<file path="src/ldp_params.svh">
// Purpose: Offsets, field positions, reset values and timing counts of the LED drive/pulse bank
// Assumes: 8-bit register index, 16-bit register words
// Notes:   Included by bare name; definitions only
`ifndef LDP_PARAMS_SVH
`define LDP_PARAMS_SVH

`define LDP_ADDR_LED1_DRIVE  8'h23
`define LDP_ADDR_LED2_DRIVE  8'h24
`define LDP_ADDR_FINE_ADJ    8'h25
`define LDP_ADDR_SLOTA_TIME  8'h30

`define LDP_RST_LED1_DRIVE   16'h3000
`define LDP_RST_LED2_DRIVE   16'h3000
`define LDP_RST_FINE_ADJ     16'h630C
`define LDP_RST_SLOTA_TIME   16'h0320

`define LDP_EDGE_MSB         6
`define LDP_EDGE_LSB         4
`define LDP_COARSE_MSB       3
`define LDP_COARSE_LSB       0
`define LDP_STRENGTH_BIT     13
`define LDP_FINE3_MSB        15
`define LDP_FINE3_LSB        11
`define LDP_FINE2_MSB        10
`define LDP_FINE2_LSB        6
`define LDP_FINE1_MSB        4
`define LDP_FINE1_LSB        0
`define LDP_WIDTH_MSB        12
`define LDP_WIDTH_LSB        8
`define LDP_OFFSET_MSB       7
`define LDP_OFFSET_LSB       0

// Peak target in fixed point: coarse in 0.1 mA, fine in 0.001, scale in 0.1
`define LDP_COARSE_BASE      12'h01F7
`define LDP_COARSE_STEP      12'h00C6
`define LDP_FINE_BASE        11'h02E4
`define LDP_FINE_STEP        11'h0016
`define LDP_SCALE_BASE       4'h1
`define LDP_SCALE_STEP       4'h9

`define LDP_STEP_NS          1000
`define LDP_CLK_NS           8
`define LDP_STEP_CYCLES      ((`LDP_STEP_NS) / (`LDP_CLK_NS))

`endif

</file>
<file path="src/ldp_pkg.sv">
// Purpose: Types shared by the LED drive/pulse bank
// Assumes: Constants live in ldp_params.svh
// Notes:   Nothing here is imported; users write ldp_pkg::name
package ldp_pkg;

  typedef struct packed {
    logic [2:0] edge_rate;
    logic [3:0] coarse;
    logic       strength;
    logic [4:0] fine;
  } ldp_emitter_cfg_t;

  typedef struct packed {
    logic       wr;
    logic       rd;
    logic [7:0] addr;
    logic [15:0] wdata;
  } ldp_reg_req_t;

  typedef enum logic [1:0] {
    LDP_IDLE  = 2'b00,
    LDP_DELAY = 2'b01,
    LDP_DRIVE = 2'b10
  } ldp_state_t;

endpackage : ldp_pkg

</file>
<file path="src/ldp_led_drive_pulse.sv">
// Purpose: LED drive configuration bank and Time Slot A pulse timer
// Assumes: Register port driven by serial-interface logic on clk; slot start from the sequencer on clk
// Notes:   Settings are sampled at each slot start taken while idle and held until the sequence ends
//
// Overview of operation
// - First LED edge-rate code at bits 6:4, 0 slowest, 7 fastest, resets zero.
// - First LED coarse current code at bits 3:0, 0 lowest, F highest, resets zero.
// - Peak target is coarse term times fine term times scale term for the first and second LED.
// - Second LED bit 13 selects full strength or low power; resets to one.
// - Second LED edge-rate code at bits 6:4, resets zero, 7 fastest.
// - Second LED coarse current code at bits 3:0, resets zero, F highest.
// - Fine register bits 15:11 hold third LED fine code, reset 0xC.
// - Fine register bits 10:6 hold second LED fine code, reset 0xC.
// - Fine register bits 4:0 hold first LED fine code, reset 0xC; bit 5 reserved.
// - Slot A pulse lasts width field (bits 12:8) microseconds, default 3.
// - Slot A pulse starts after offset field (bits 7:0) microseconds, default 0x20.
`timescale 1ns/10ps
`default_nettype none
`include "ldp_params.svh"

module ldp_led_drive_pulse
(
  input  wire logic                      clk,
  input  wire logic                      rst_n,
  input  wire logic                      ce,
  input  wire ldp_pkg::ldp_reg_req_t     reg_req,
  output logic [15:0]                    reg_rdata,
  output logic                           reg_rvalid,
  input  wire logic                      slot_a_start,
  output logic                           slot_a_pulse,
  output logic                           slot_a_busy,
  output ldp_pkg::ldp_emitter_cfg_t      emitter_one_output,
  output ldp_pkg::ldp_emitter_cfg_t      emitter_two_output,
  output logic [4:0]                     emitter_three_output,
  output logic [25:0]                    emitter_one_peak,
  output logic [25:0]                    emitter_two_peak
);

  localparam logic [6:0] STEP_LAST = 7'(`LDP_STEP_CYCLES - 1);

  logic [15:0] led1_drive_ctrl;
  logic [15:0] led2_drive_ctrl;
  logic [15:0] led_fine_adjust;
  logic [15:0] slot_a_pulse_timing;
  logic [15:0] next_led1_drive_ctrl;
  logic [15:0] next_led2_drive_ctrl;
  logic [15:0] next_led_fine_adjust;
  logic [15:0] next_slot_a_pulse_timing;
  logic [15:0] next_reg_rdata;
  logic        next_reg_rvalid;

  ldp_pkg::ldp_state_t        state;
  ldp_pkg::ldp_state_t        next_state;
  logic [6:0]                 step_cnt;
  logic [6:0]                 next_step_cnt;
  logic [7:0]                 us_left;
  logic [7:0]                 next_us_left;
  logic [4:0]                 held_width;
  logic [4:0]                 next_held_width;
  logic [7:0]                 held_offset;
  logic [7:0]                 next_held_offset;
  logic                       next_slot_a_pulse;
  logic                       next_slot_a_busy;
  ldp_pkg::ldp_emitter_cfg_t  next_emitter_one_output;
  ldp_pkg::ldp_emitter_cfg_t  next_emitter_two_output;
  logic [4:0]                 next_emitter_three_output;
  logic [25:0]                next_emitter_one_peak;
  logic [25:0]                next_emitter_two_peak;
  ldp_pkg::ldp_emitter_cfg_t  cfg_one;
  ldp_pkg::ldp_emitter_cfg_t  cfg_two;
  logic                       launch;
  logic                       step_tick;

  // Drive word plus fine code into one emitter setting
  function automatic ldp_pkg::ldp_emitter_cfg_t emitter_cfg(input logic [15:0] drive, input logic [4:0] fine);
    ldp_pkg::ldp_emitter_cfg_t c;
    c.edge_rate = drive[`LDP_EDGE_MSB:`LDP_EDGE_LSB];
    c.coarse    = drive[`LDP_COARSE_MSB:`LDP_COARSE_LSB];
    c.strength  = drive[`LDP_STRENGTH_BIT];
    c.fine      = fine;
    return c;
  endfunction : emitter_cfg

  // Peak target, LSB 10 nA: (50.3+19.8c) * (0.74+0.022f) * (0.1+0.9s)
  function automatic logic [25:0] peak_target(input ldp_pkg::ldp_emitter_cfg_t c);
    logic [11:0] coarse_term;
    logic [10:0] fine_term;
    logic [3:0]  scale_term;
    coarse_term = `LDP_COARSE_BASE + 12'(12'(c.coarse) * `LDP_COARSE_STEP);
    fine_term   = `LDP_FINE_BASE + 11'(11'(c.fine) * `LDP_FINE_STEP);
    scale_term  = c.strength ? 4'(`LDP_SCALE_BASE + `LDP_SCALE_STEP) : `LDP_SCALE_BASE;
    return 26'(26'(coarse_term) * 26'(fine_term) * 26'(scale_term));
  endfunction : peak_target

  assign cfg_one   = emitter_cfg(led1_drive_ctrl, led_fine_adjust[`LDP_FINE1_MSB:`LDP_FINE1_LSB]);
  assign cfg_two   = emitter_cfg(led2_drive_ctrl, led_fine_adjust[`LDP_FINE2_MSB:`LDP_FINE2_LSB]);
  assign launch    = (state == ldp_pkg::LDP_IDLE) && slot_a_start;
  assign step_tick = (step_cnt == STEP_LAST);

  // Register bank; reserved bits are stored as written and read back
  always_comb
  begin
    next_led1_drive_ctrl     = led1_drive_ctrl;
    next_led2_drive_ctrl     = led2_drive_ctrl;
    next_led_fine_adjust     = led_fine_adjust;
    next_slot_a_pulse_timing = slot_a_pulse_timing;
    next_reg_rdata           = reg_rdata;
    next_reg_rvalid          = reg_req.rd;
    if (reg_req.wr)
    begin
      case (reg_req.addr)
        `LDP_ADDR_LED1_DRIVE: next_led1_drive_ctrl     = reg_req.wdata;
        `LDP_ADDR_LED2_DRIVE: next_led2_drive_ctrl     = reg_req.wdata;
        `LDP_ADDR_FINE_ADJ:   next_led_fine_adjust     = reg_req.wdata;
        `LDP_ADDR_SLOTA_TIME: next_slot_a_pulse_timing = reg_req.wdata;
        default:              ;
      endcase
    end
    if (reg_req.rd)
    begin
      case (reg_req.addr)
        `LDP_ADDR_LED1_DRIVE: next_reg_rdata = led1_drive_ctrl;
        `LDP_ADDR_LED2_DRIVE: next_reg_rdata = led2_drive_ctrl;
        `LDP_ADDR_FINE_ADJ:   next_reg_rdata = led_fine_adjust;
        `LDP_ADDR_SLOTA_TIME: next_reg_rdata = slot_a_pulse_timing;
        default:              next_reg_rdata = 16'h0000;
      endcase
    end
  end

  always_ff @(posedge clk or negedge rst_n)
  begin
    if (!rst_n)
    begin
      led1_drive_ctrl     <= `LDP_RST_LED1_DRIVE;
      led2_drive_ctrl     <= `LDP_RST_LED2_DRIVE;
      led_fine_adjust     <= `LDP_RST_FINE_ADJ;
      slot_a_pulse_timing <= `LDP_RST_SLOTA_TIME;
      reg_rdata           <= 16'h0000;
      reg_rvalid          <= 1'b0;
    end
    else if (ce)
    begin
      led1_drive_ctrl     <= next_led1_drive_ctrl;
      led2_drive_ctrl     <= next_led2_drive_ctrl;
      led_fine_adjust     <= next_led_fine_adjust;
      slot_a_pulse_timing <= next_slot_a_pulse_timing;
      reg_rdata           <= next_reg_rdata;
      reg_rvalid          <= next_reg_rvalid;
    end
  end

  // Pulse timer; a start while busy is ignored so a running sequence keeps its settings
  always_comb
  begin
    next_state                = state;
    next_step_cnt             = step_cnt;
    next_us_left              = us_left;
    next_held_width           = held_width;
    next_held_offset          = held_offset;
    next_slot_a_pulse         = slot_a_pulse;
    next_emitter_one_output   = emitter_one_output;
    next_emitter_two_output   = emitter_two_output;
    next_emitter_three_output = emitter_three_output;
    next_emitter_one_peak     = emitter_one_peak;
    next_emitter_two_peak     = emitter_two_peak;
    case (state)
      ldp_pkg::LDP_IDLE:
      begin
        next_step_cnt = 7'h00;
        if (launch)
        begin
          next_held_width           = slot_a_pulse_timing[`LDP_WIDTH_MSB:`LDP_WIDTH_LSB];
          next_held_offset          = slot_a_pulse_timing[`LDP_OFFSET_MSB:`LDP_OFFSET_LSB];
          next_emitter_one_output   = cfg_one;
          next_emitter_two_output   = cfg_two;
          next_emitter_three_output = led_fine_adjust[`LDP_FINE3_MSB:`LDP_FINE3_LSB];
          next_emitter_one_peak     = peak_target(cfg_one);
          next_emitter_two_peak     = peak_target(cfg_two);
          if (next_held_offset != 8'h00)
          begin
            next_state   = ldp_pkg::LDP_DELAY;
            next_us_left = next_held_offset;
          end
          else if (next_held_width != 5'h00)
          begin
            next_state        = ldp_pkg::LDP_DRIVE;
            next_us_left      = 8'(next_held_width);
            next_slot_a_pulse = 1'b1;
          end
        end
      end
      ldp_pkg::LDP_DELAY:
      begin
        next_step_cnt = step_tick ? 7'h00 : 7'(step_cnt + 7'h01);
        if (step_tick)
        begin
          next_us_left = 8'(us_left - 8'h01);
          if (us_left == 8'h01)
          begin
            if (held_width != 5'h00)
            begin
              next_state        = ldp_pkg::LDP_DRIVE;
              next_us_left      = 8'(held_width);
              next_slot_a_pulse = 1'b1;
            end
            else
            begin
              next_state = ldp_pkg::LDP_IDLE;
            end
          end
        end
      end
      ldp_pkg::LDP_DRIVE:
      begin
        next_step_cnt = step_tick ? 7'h00 : 7'(step_cnt + 7'h01);
        if (step_tick)
        begin
          next_us_left = 8'(us_left - 8'h01);
          if (us_left == 8'h01)
          begin
            next_state        = ldp_pkg::LDP_IDLE;
            next_slot_a_pulse = 1'b0;
          end
        end
      end
      default:
      begin
        next_state        = ldp_pkg::LDP_IDLE;
        next_slot_a_pulse = 1'b0;
      end
    endcase
    next_slot_a_busy = (next_state != ldp_pkg::LDP_IDLE);
  end

  always_ff @(posedge clk or negedge rst_n)
  begin
    if (!rst_n)
    begin
      state                <= ldp_pkg::LDP_IDLE;
      step_cnt             <= 7'h00;
      us_left              <= 8'h00;
      held_width           <= 5'h00;
      held_offset          <= 8'h00;
      slot_a_pulse         <= 1'b0;
      slot_a_busy          <= 1'b0;
      emitter_one_output   <= '0;
      emitter_two_output   <= '0;
      emitter_three_output <= 5'h00;
      emitter_one_peak     <= 26'h000_0000;
      emitter_two_peak     <= 26'h000_0000;
    end
    else if (ce)
    begin
      state                <= next_state;
      step_cnt             <= next_step_cnt;
      us_left              <= next_us_left;
      held_width           <= next_held_width;
      held_offset          <= next_held_offset;
      slot_a_pulse         <= next_slot_a_pulse;
      slot_a_busy          <= next_slot_a_busy;
      emitter_one_output   <= next_emitter_one_output;
      emitter_two_output   <= next_emitter_two_output;
      emitter_three_output <= next_emitter_three_output;
      emitter_one_peak     <= next_emitter_one_peak;
      emitter_two_peak     <= next_emitter_two_peak;
    end
  end

  // Helper counters for the timing checks
  logic [15:0] since_launch;
  logic [11:0] pulse_len;
  always_ff @(posedge clk or negedge rst_n)
  begin
    if (!rst_n)
    begin
      since_launch <= 16'h0000;
      pulse_len    <= 12'h000;
    end
    else if (ce)
    begin
      since_launch <= launch ? 16'h0001 : 16'(since_launch + 16'h0001);
      pulse_len    <= slot_a_pulse ? 12'(pulse_len + 12'h001) : 12'h000;
    end
  end
endmodule : ldp_led_drive_pulse
`default_nettype wire

</file>
<file path="config.mk">
export PLATFORM = sky130hd
export DESIGN_NAME = ldp_led_drive_pulse
export DESIGN_NICKNAME = d
export VERILOG_FILES = /design/src/ldp_pkg.sv /design/src/ldp_led_drive_pulse.sv
export VERILOG_INCLUDE_DIRS = /design/src /design/src/src
export SDC_FILE = /design/constraint.sdc
export NUM_CORES = 1
export LEC_CHECK = 0
export BUFFER_PORTS_ARGS = -buffer_cell sky130_fd_sc_hd__buf_4
export CAP_MARGIN = 20
export CORE_MARGIN = 2
export CORE_UTILIZATION = 56
export DETAILED_ROUTE_END_ITERATION = 12
export PLACE_DENSITY = 0.87
export SETUP_SLACK_MARGIN = 0.2
export SYNTH_ARGS = -nofsm -noshare
export SYNTH_HDL_FRONTEND = slang
export SYNTH_SLANG_ARGS = --single-unit
</file>
<file path="constraint.sdc">
create_clock -name clk -period 10.4 [get_ports clk]
set_input_delay 0.52 -clock clk [delete_from_list [all_inputs] [get_ports clk]]
set_output_delay 0.52 -clock clk [all_outputs]
set_load 0.01 [all_outputs]
</file>
* Yosys cells after proc, flatten, opt, wreduce, memory -nomap -nowiden
Index checks and enable logic that the tools add are counted.
Word-level totals: register bits 188, output and inout bits 102, logic and storage cells 103
Operators by class: add/subtract/negate cells 6, multiply operators 8, eq/ne operators 17, multiplexer cells 31, reductions and logical operators 18
Operators by type and width (number):
- 16-bit case mux with 4 select lines | 1
- 8-bit two-way mux | 7
- 23-bit by 4-bit multiplier with 26-bit output | 2
- 12-bit by 11-bit multiplier with 23-bit output | 2
- 8-bit by 6-bit == test with 1-bit output (second input constant) | 4
- 9-bit by 12-bit adder with 12-bit output (first input constant) | 2
- 8-bit case mux with 3 select lines | 1
- 10-bit by 10-bit adder with 11-bit output (first input constant) | 2
- 4-bit by 7-bit multiplier with 11-bit output (second input constant) | 2
- 5-bit by 4-bit multiplier with 9-bit output (second input constant) | 2
- 2-bit two-way mux | 8
- 3-bit AND reduction | 5
- 2-bit inequality test (second input constant) | 7
- 7-bit case mux with 2 select lines | 1
- 5-bit nonzero test | 2
- 9-bit AND reduction | 1
- 8-bit by 1-bit == test with 1-bit output (second input constant) | 1
- 1-bit two-way mux | 8
- 4-bit two-way mux | 2
- 8-bit nonzero test | 1
- 8-bit by 1-bit subtractor with 8-bit output (second input constant) | 1
- 7-bit by 1-bit adder with 7-bit output (second input constant) | 1
- 7-bit == test (second input constant) | 1
- 7-bit two-way mux | 1
- 13 further kinds | 15

* Depth between registers and ports, before layout
word-level depth 6, mapped depth 44, depth with buffers taken out 44

* Least setup slack after synthesis
Ideal clock, no wire load.
path type register to register, start point register led_fine_adjust[9], end point register emitter_two_peak[23], library setup time 0.117 ns, arrival 9.577 ns, required time 10.283 ns, path slack 0.706 ns, stages on the path, launching flop included 42, path through dfstp_2 -> ha_1 -> fa_1 -> ha_1 -> a21o_1 -> a21oi_1 -> xnor2_1 -> nor3_1 -> o21a_1 -> inv_1 -> fa_1 -> inv_1 -> fa_1 -> inv_1 -> fa_1 -> inv_1 -> fa_1 -> inv_1 -> [... 6 more ...] -> o21bai_1 -> a21oi_1 -> xor2_1 -> nor2_1 -> ha_1 -> inv_1 -> fa_1 -> inv_1 -> ha_1 -> o21a_1 -> or2_0 -> a2bb2oi_1 -> a21oi_1 -> o311ai_1 -> a21oi_1 -> or3_1 -> nand3_1 -> nand2_1
On the way: cells in the longest elaborated chain, start to end 4
Ends and longest elaborated chain:
- start: declaration | line ldp_led_drive_pulse.sv:43 | logic [15:0] led_fine_adjust;
- start signal: assignment | line ldp_led_drive_pulse.sv:137 | led_fine_adjust <= `LDP_RST_FINE_ADJ;
- start signal: assignment | line ldp_led_drive_pulse.sv:146 | led_fine_adjust <= next_led_fine_adjust;
- 5-bit by 4-bit multiplier with 9-bit output (no line)
- 10-bit by 10-bit adder with 11-bit output (no line)
- 12-bit by 11-bit multiplier with 23-bit output | line ldp_led_drive_pulse.sv:92 | return 26'(26'(coarse_term) * 26'(fine_term) * 26'(scale_term));
- 23-bit by 4-bit multiplier with 26-bit output | line ldp_led_drive_pulse.sv:92
- end signal: assignment | line ldp_led_drive_pulse.sv:266 | emitter_two_peak <= next_emitter_two_peak;
- end: declaration | line ldp_led_drive_pulse.sv:36 | output logic [25:0] emitter_two_peak
No other way between the ends. A chain may end at the register's enable or synchronous reset.

* Final worst setup path
Ends and elaborated chain as after synthesis.

==> summary.md <==
| Metric | Value |
|---|---|
| Status | completed |
| Cell Rows | 71 |
| Fin Setup TNS | 0 ns |
| Top cells by area, synth | dfrtp_1 (20%), fa_1 (19%), ha_1 (16%), inv_1 (6.7%), nand2_1 (6.1%) |
| Post-DRT Antenna Nets | 0 |
| Critical Path RT | 10.76 ns |
| Clock Skews | 0.0109 ns |
| # IOs | 132 |
| Crit. End Element | register |
| Synth area leader | dfrtp_1 |
| Buffers added on ports | 129 |
| Hold Crit Endpoint | led2_drive_ctrl[1]$_DFFE_PN0P_ |
| Clk_lat worst skew | 0.48 ns |
| Async set-reset flop share out of synthesis | 100% |
| EDFF count, synth | 0 |
| Post-layout minimum cycle time | 9.95 ns |
| Initial antenna violation count | 0 |
| Met2 Use GR | 47.0% |
| Synth Area per Inst | 8.88 µm² |
| Sequential share of the synthesized area | 21.6% |
| GRT overflow | 0 |
| Worst Tran Pin Value | 1.01 ns |
| DP HPWL | 41.8 mm |
| Clock Tree Root | clkbuf_16 |
| R2r setup slk | 0.45 ns |
| Most common cell in the netlist | inv_1 |
| Die area | 40200 µm² |
| CP arrival | 10.31 ns |
| Setup crit start | led_fine_adjust[9]$_DFFE_PN1P_ |
| Starting density of the core | 57.1% |
| Pin count of the biggest net entering global routing | 72 |
| Clock Sink Count | 186 |
| Worst reg2reg startpoint | led_fine_adjust[9]$_DFFE_PN1P_ |
| # setup viols final | 0 |
| Most used cell, CP | fa_1 |
| Global-route wire length before repair | 89.6 mm |
| Vias in the first global route | 18600 |
| Main synth FF type | dfrtp_1 |
| Crit-path max cell delay | 0.58 ns |
| Hold WC Path Type | in2reg |
| Hold path depth | 3 |
| Die height | 200 µm |
| Crit path max fanout | 5 |
| Ys Warns | 0 |
| CTS tree | done |
| Post-synthesis cell area | 21600 µm² |
| Hold_sp | reg_req[1] |
| Busiest grt layer | met2 |
| First drt pass iteration count | 6 |
| Core ar. | 37800 µm² |
| Met3 GRT Util | 6.01% |
| Fmax | 100 MHz |
| Relative slew slack | 32.8% |
| Total GRT Usage | 27.3% |
| Synth top area share | 20.0% |
| Leading cell types by count after synthesis | inv_1 (384), nand2_1 (349), ha_1 (281), fa_1 (200), dfrtp_1 (173) |
| H-tree Lvls | 4 |
| CP Class | reg2reg |
| Area added between synthesis and finish | 14.4% |
| CTS buffer count | 17 |
| Via density | 5.66 |
| Slowest CP cell | fa_1 |
| Proportion of layout cells with a drive suffix above 1 | 15.6% |
| DRC | 0 |
| RD Place Congestion | 0.966 |
| Worst r2r dst | emitter_two_peak[23]$_DFFE_PN0P_ |
| Synth Instances | 2435 |
| Layout Nets | 3105 |
| Max cap viols | 0 |
| Reg clk slew, reported paths | 0.08 ns |
| Register bit count reported by yosys | 186 |
| Final period util | 95.7% |
| M1 GR Usage | 33.2% |
| Crit path launch type | register |
| Drt initial violations | 1409 |
| Per-cell routed wire length | 17.6 µm |
| Via count | 17700 |
| WL final | 55.0 mm |
| Die extent in x | 200 µm |
| Worst Reg-to-Reg Cells | 42 |
| Synth cell types | 73 |
| CTS Buffer Depth | 2 |
| RSZ-0062 raised after global routing | yes |
| Fin. Hold Viols | 0 |
| Final Max Tran Viols | 0 |
layout make-up:
class	count	area, µm²
Multi-Input combinational cell	1799	15800
Fill cell	2848	13100
Sequential cell	186	4670
Timing Repair Buffer	204	1540
Inverter	386	1450
Tap cell	511	639
Clock buffer	18	429
Clock inverter	14	175
Antenna cell	1	2.50
per-layer routing:
| layer | share of wire (%) | wire, µm |
|---|---|---|
| met1 | 41 | 22600 |
| met2 | 49 | 26800 |
| met3 | 6.7 | 3670 |
| met4 | 3.5 | 1930 |
| met5 | 0 | 0 |
cell families (layout without fill, tap and decap cells):
kind of cell	count (synthesis)	in the layout	synth area share [%]
simple gates	732	732	15.4
xor+xnor	144	144	5.90
buf+inv	451	622	8.00
mux	64	64	3.31
flops	186	186	21.6
fa+ha+maj	481	481	34.8
other cells	1	3	0.0173
compound gates	376	376	11.0
worst max-delay path by stage:
stage / endpoint / slack, ns / depth (start not counted)
global placement: emitter_two_peak[23]$_DFFE_PN0P_ / 0.42 / 41
global route: emitter_one_peak[25]$_DFFE_PN0P_ / 0.11 / 42
CTS: emitter_two_peak[23]$_DFFE_PN0P_ / 0.19 / 41
detailed placement: emitter_two_peak[23]$_DFFE_PN0P_ / 0.15 / 40
floorplan: emitter_two_peak[23]$_DFFE_PN0P_ / 0.71 / 41
finish: emitter_two_peak[23]$_DFFE_PN0P_ / 0.45 / 42
cell usage in the layout, fill, tap and decap left out, drive strengths merged, types with 13 or more instances in the layout:
cell type    n
a21o        52
a21oi       99
a222oi      16
a31oi       13
and2        72
buf        202
clkbuf      19
dfrtp      173
dfstp       13
fa         200
ha         281
inv        392
mux2        60
nand2      349
nand2b      37
nand3       22
nor2       157
nor2b       21
nor3        25
o21ai      102
o21bai      16
xnor2       78
xor2        65
worst max-delay path: cells and delay by family, from the launching register on:
kind	cells	cell delay, ns
AOI/OAI and AO/OA	12	1.98
adders and majority gates	12	5.00
DFF	1	0.56
and+or+nand+nor	8	1.14
buffers and inverters	7	0.51
xor gates and xnor gates	3	0.66
timing repair:
item | CTS | global route
endpoints found under the setup margin | 4 | 17
pin swaps | 0 | 26
hold endpoints to repair | 12 | 0
hold buffers | 1 | 0
buffers inserted | 0 | 24
resized for setup | 10 | 103
per-stage QoR:
| step | worst slack, ns | instances | cell area, µm² | hold WS, ns | utilization [%] |
|---|---|---|---|---|---|
| 6_report | 0.449 | 3119 | 24700 | 0.281 | 65.3 |
| 5_1_grt | 0.106 | 3118 | 24700 | 0.298 | 65.3 |
| 4_1_cts | 0.194 | 3094 | 24000 | 0.266 | 63.5 |
| 3_5_place_dp | 0.150 | 3061 | 23400 | 0.465 | 61.7 |
| 3_3_place_gp | 0.417 | 3061 | 23400 | 0.461 | 61.7 |
| 2_1_floorplan | 0.706 | 2436 | 21600 | 0.224 | - |
sequential cells by signal, indices dropped and copies added (netlist names):
register / cells
led_fine_adjust: 16
slot_a_pulse: 1
emitter_one_output: 13
reg_rdata: 16
held_width: 5
us_left: 8
slot_a_busy: 1
led2_drive_ctrl: 16
emitter_three_output: 5
emitter_one_peak: 25
emitter_two_peak: 25
state: 2
led1_drive_ctrl: 16
emitter_two_output: 13
step_cnt: 7
slot_a_pulse_timing: 16
reg_rvalid: 1
Power is not shown: default switching activity piles up to over one toggle a cycle in this logic, so the estimate is an artifact.
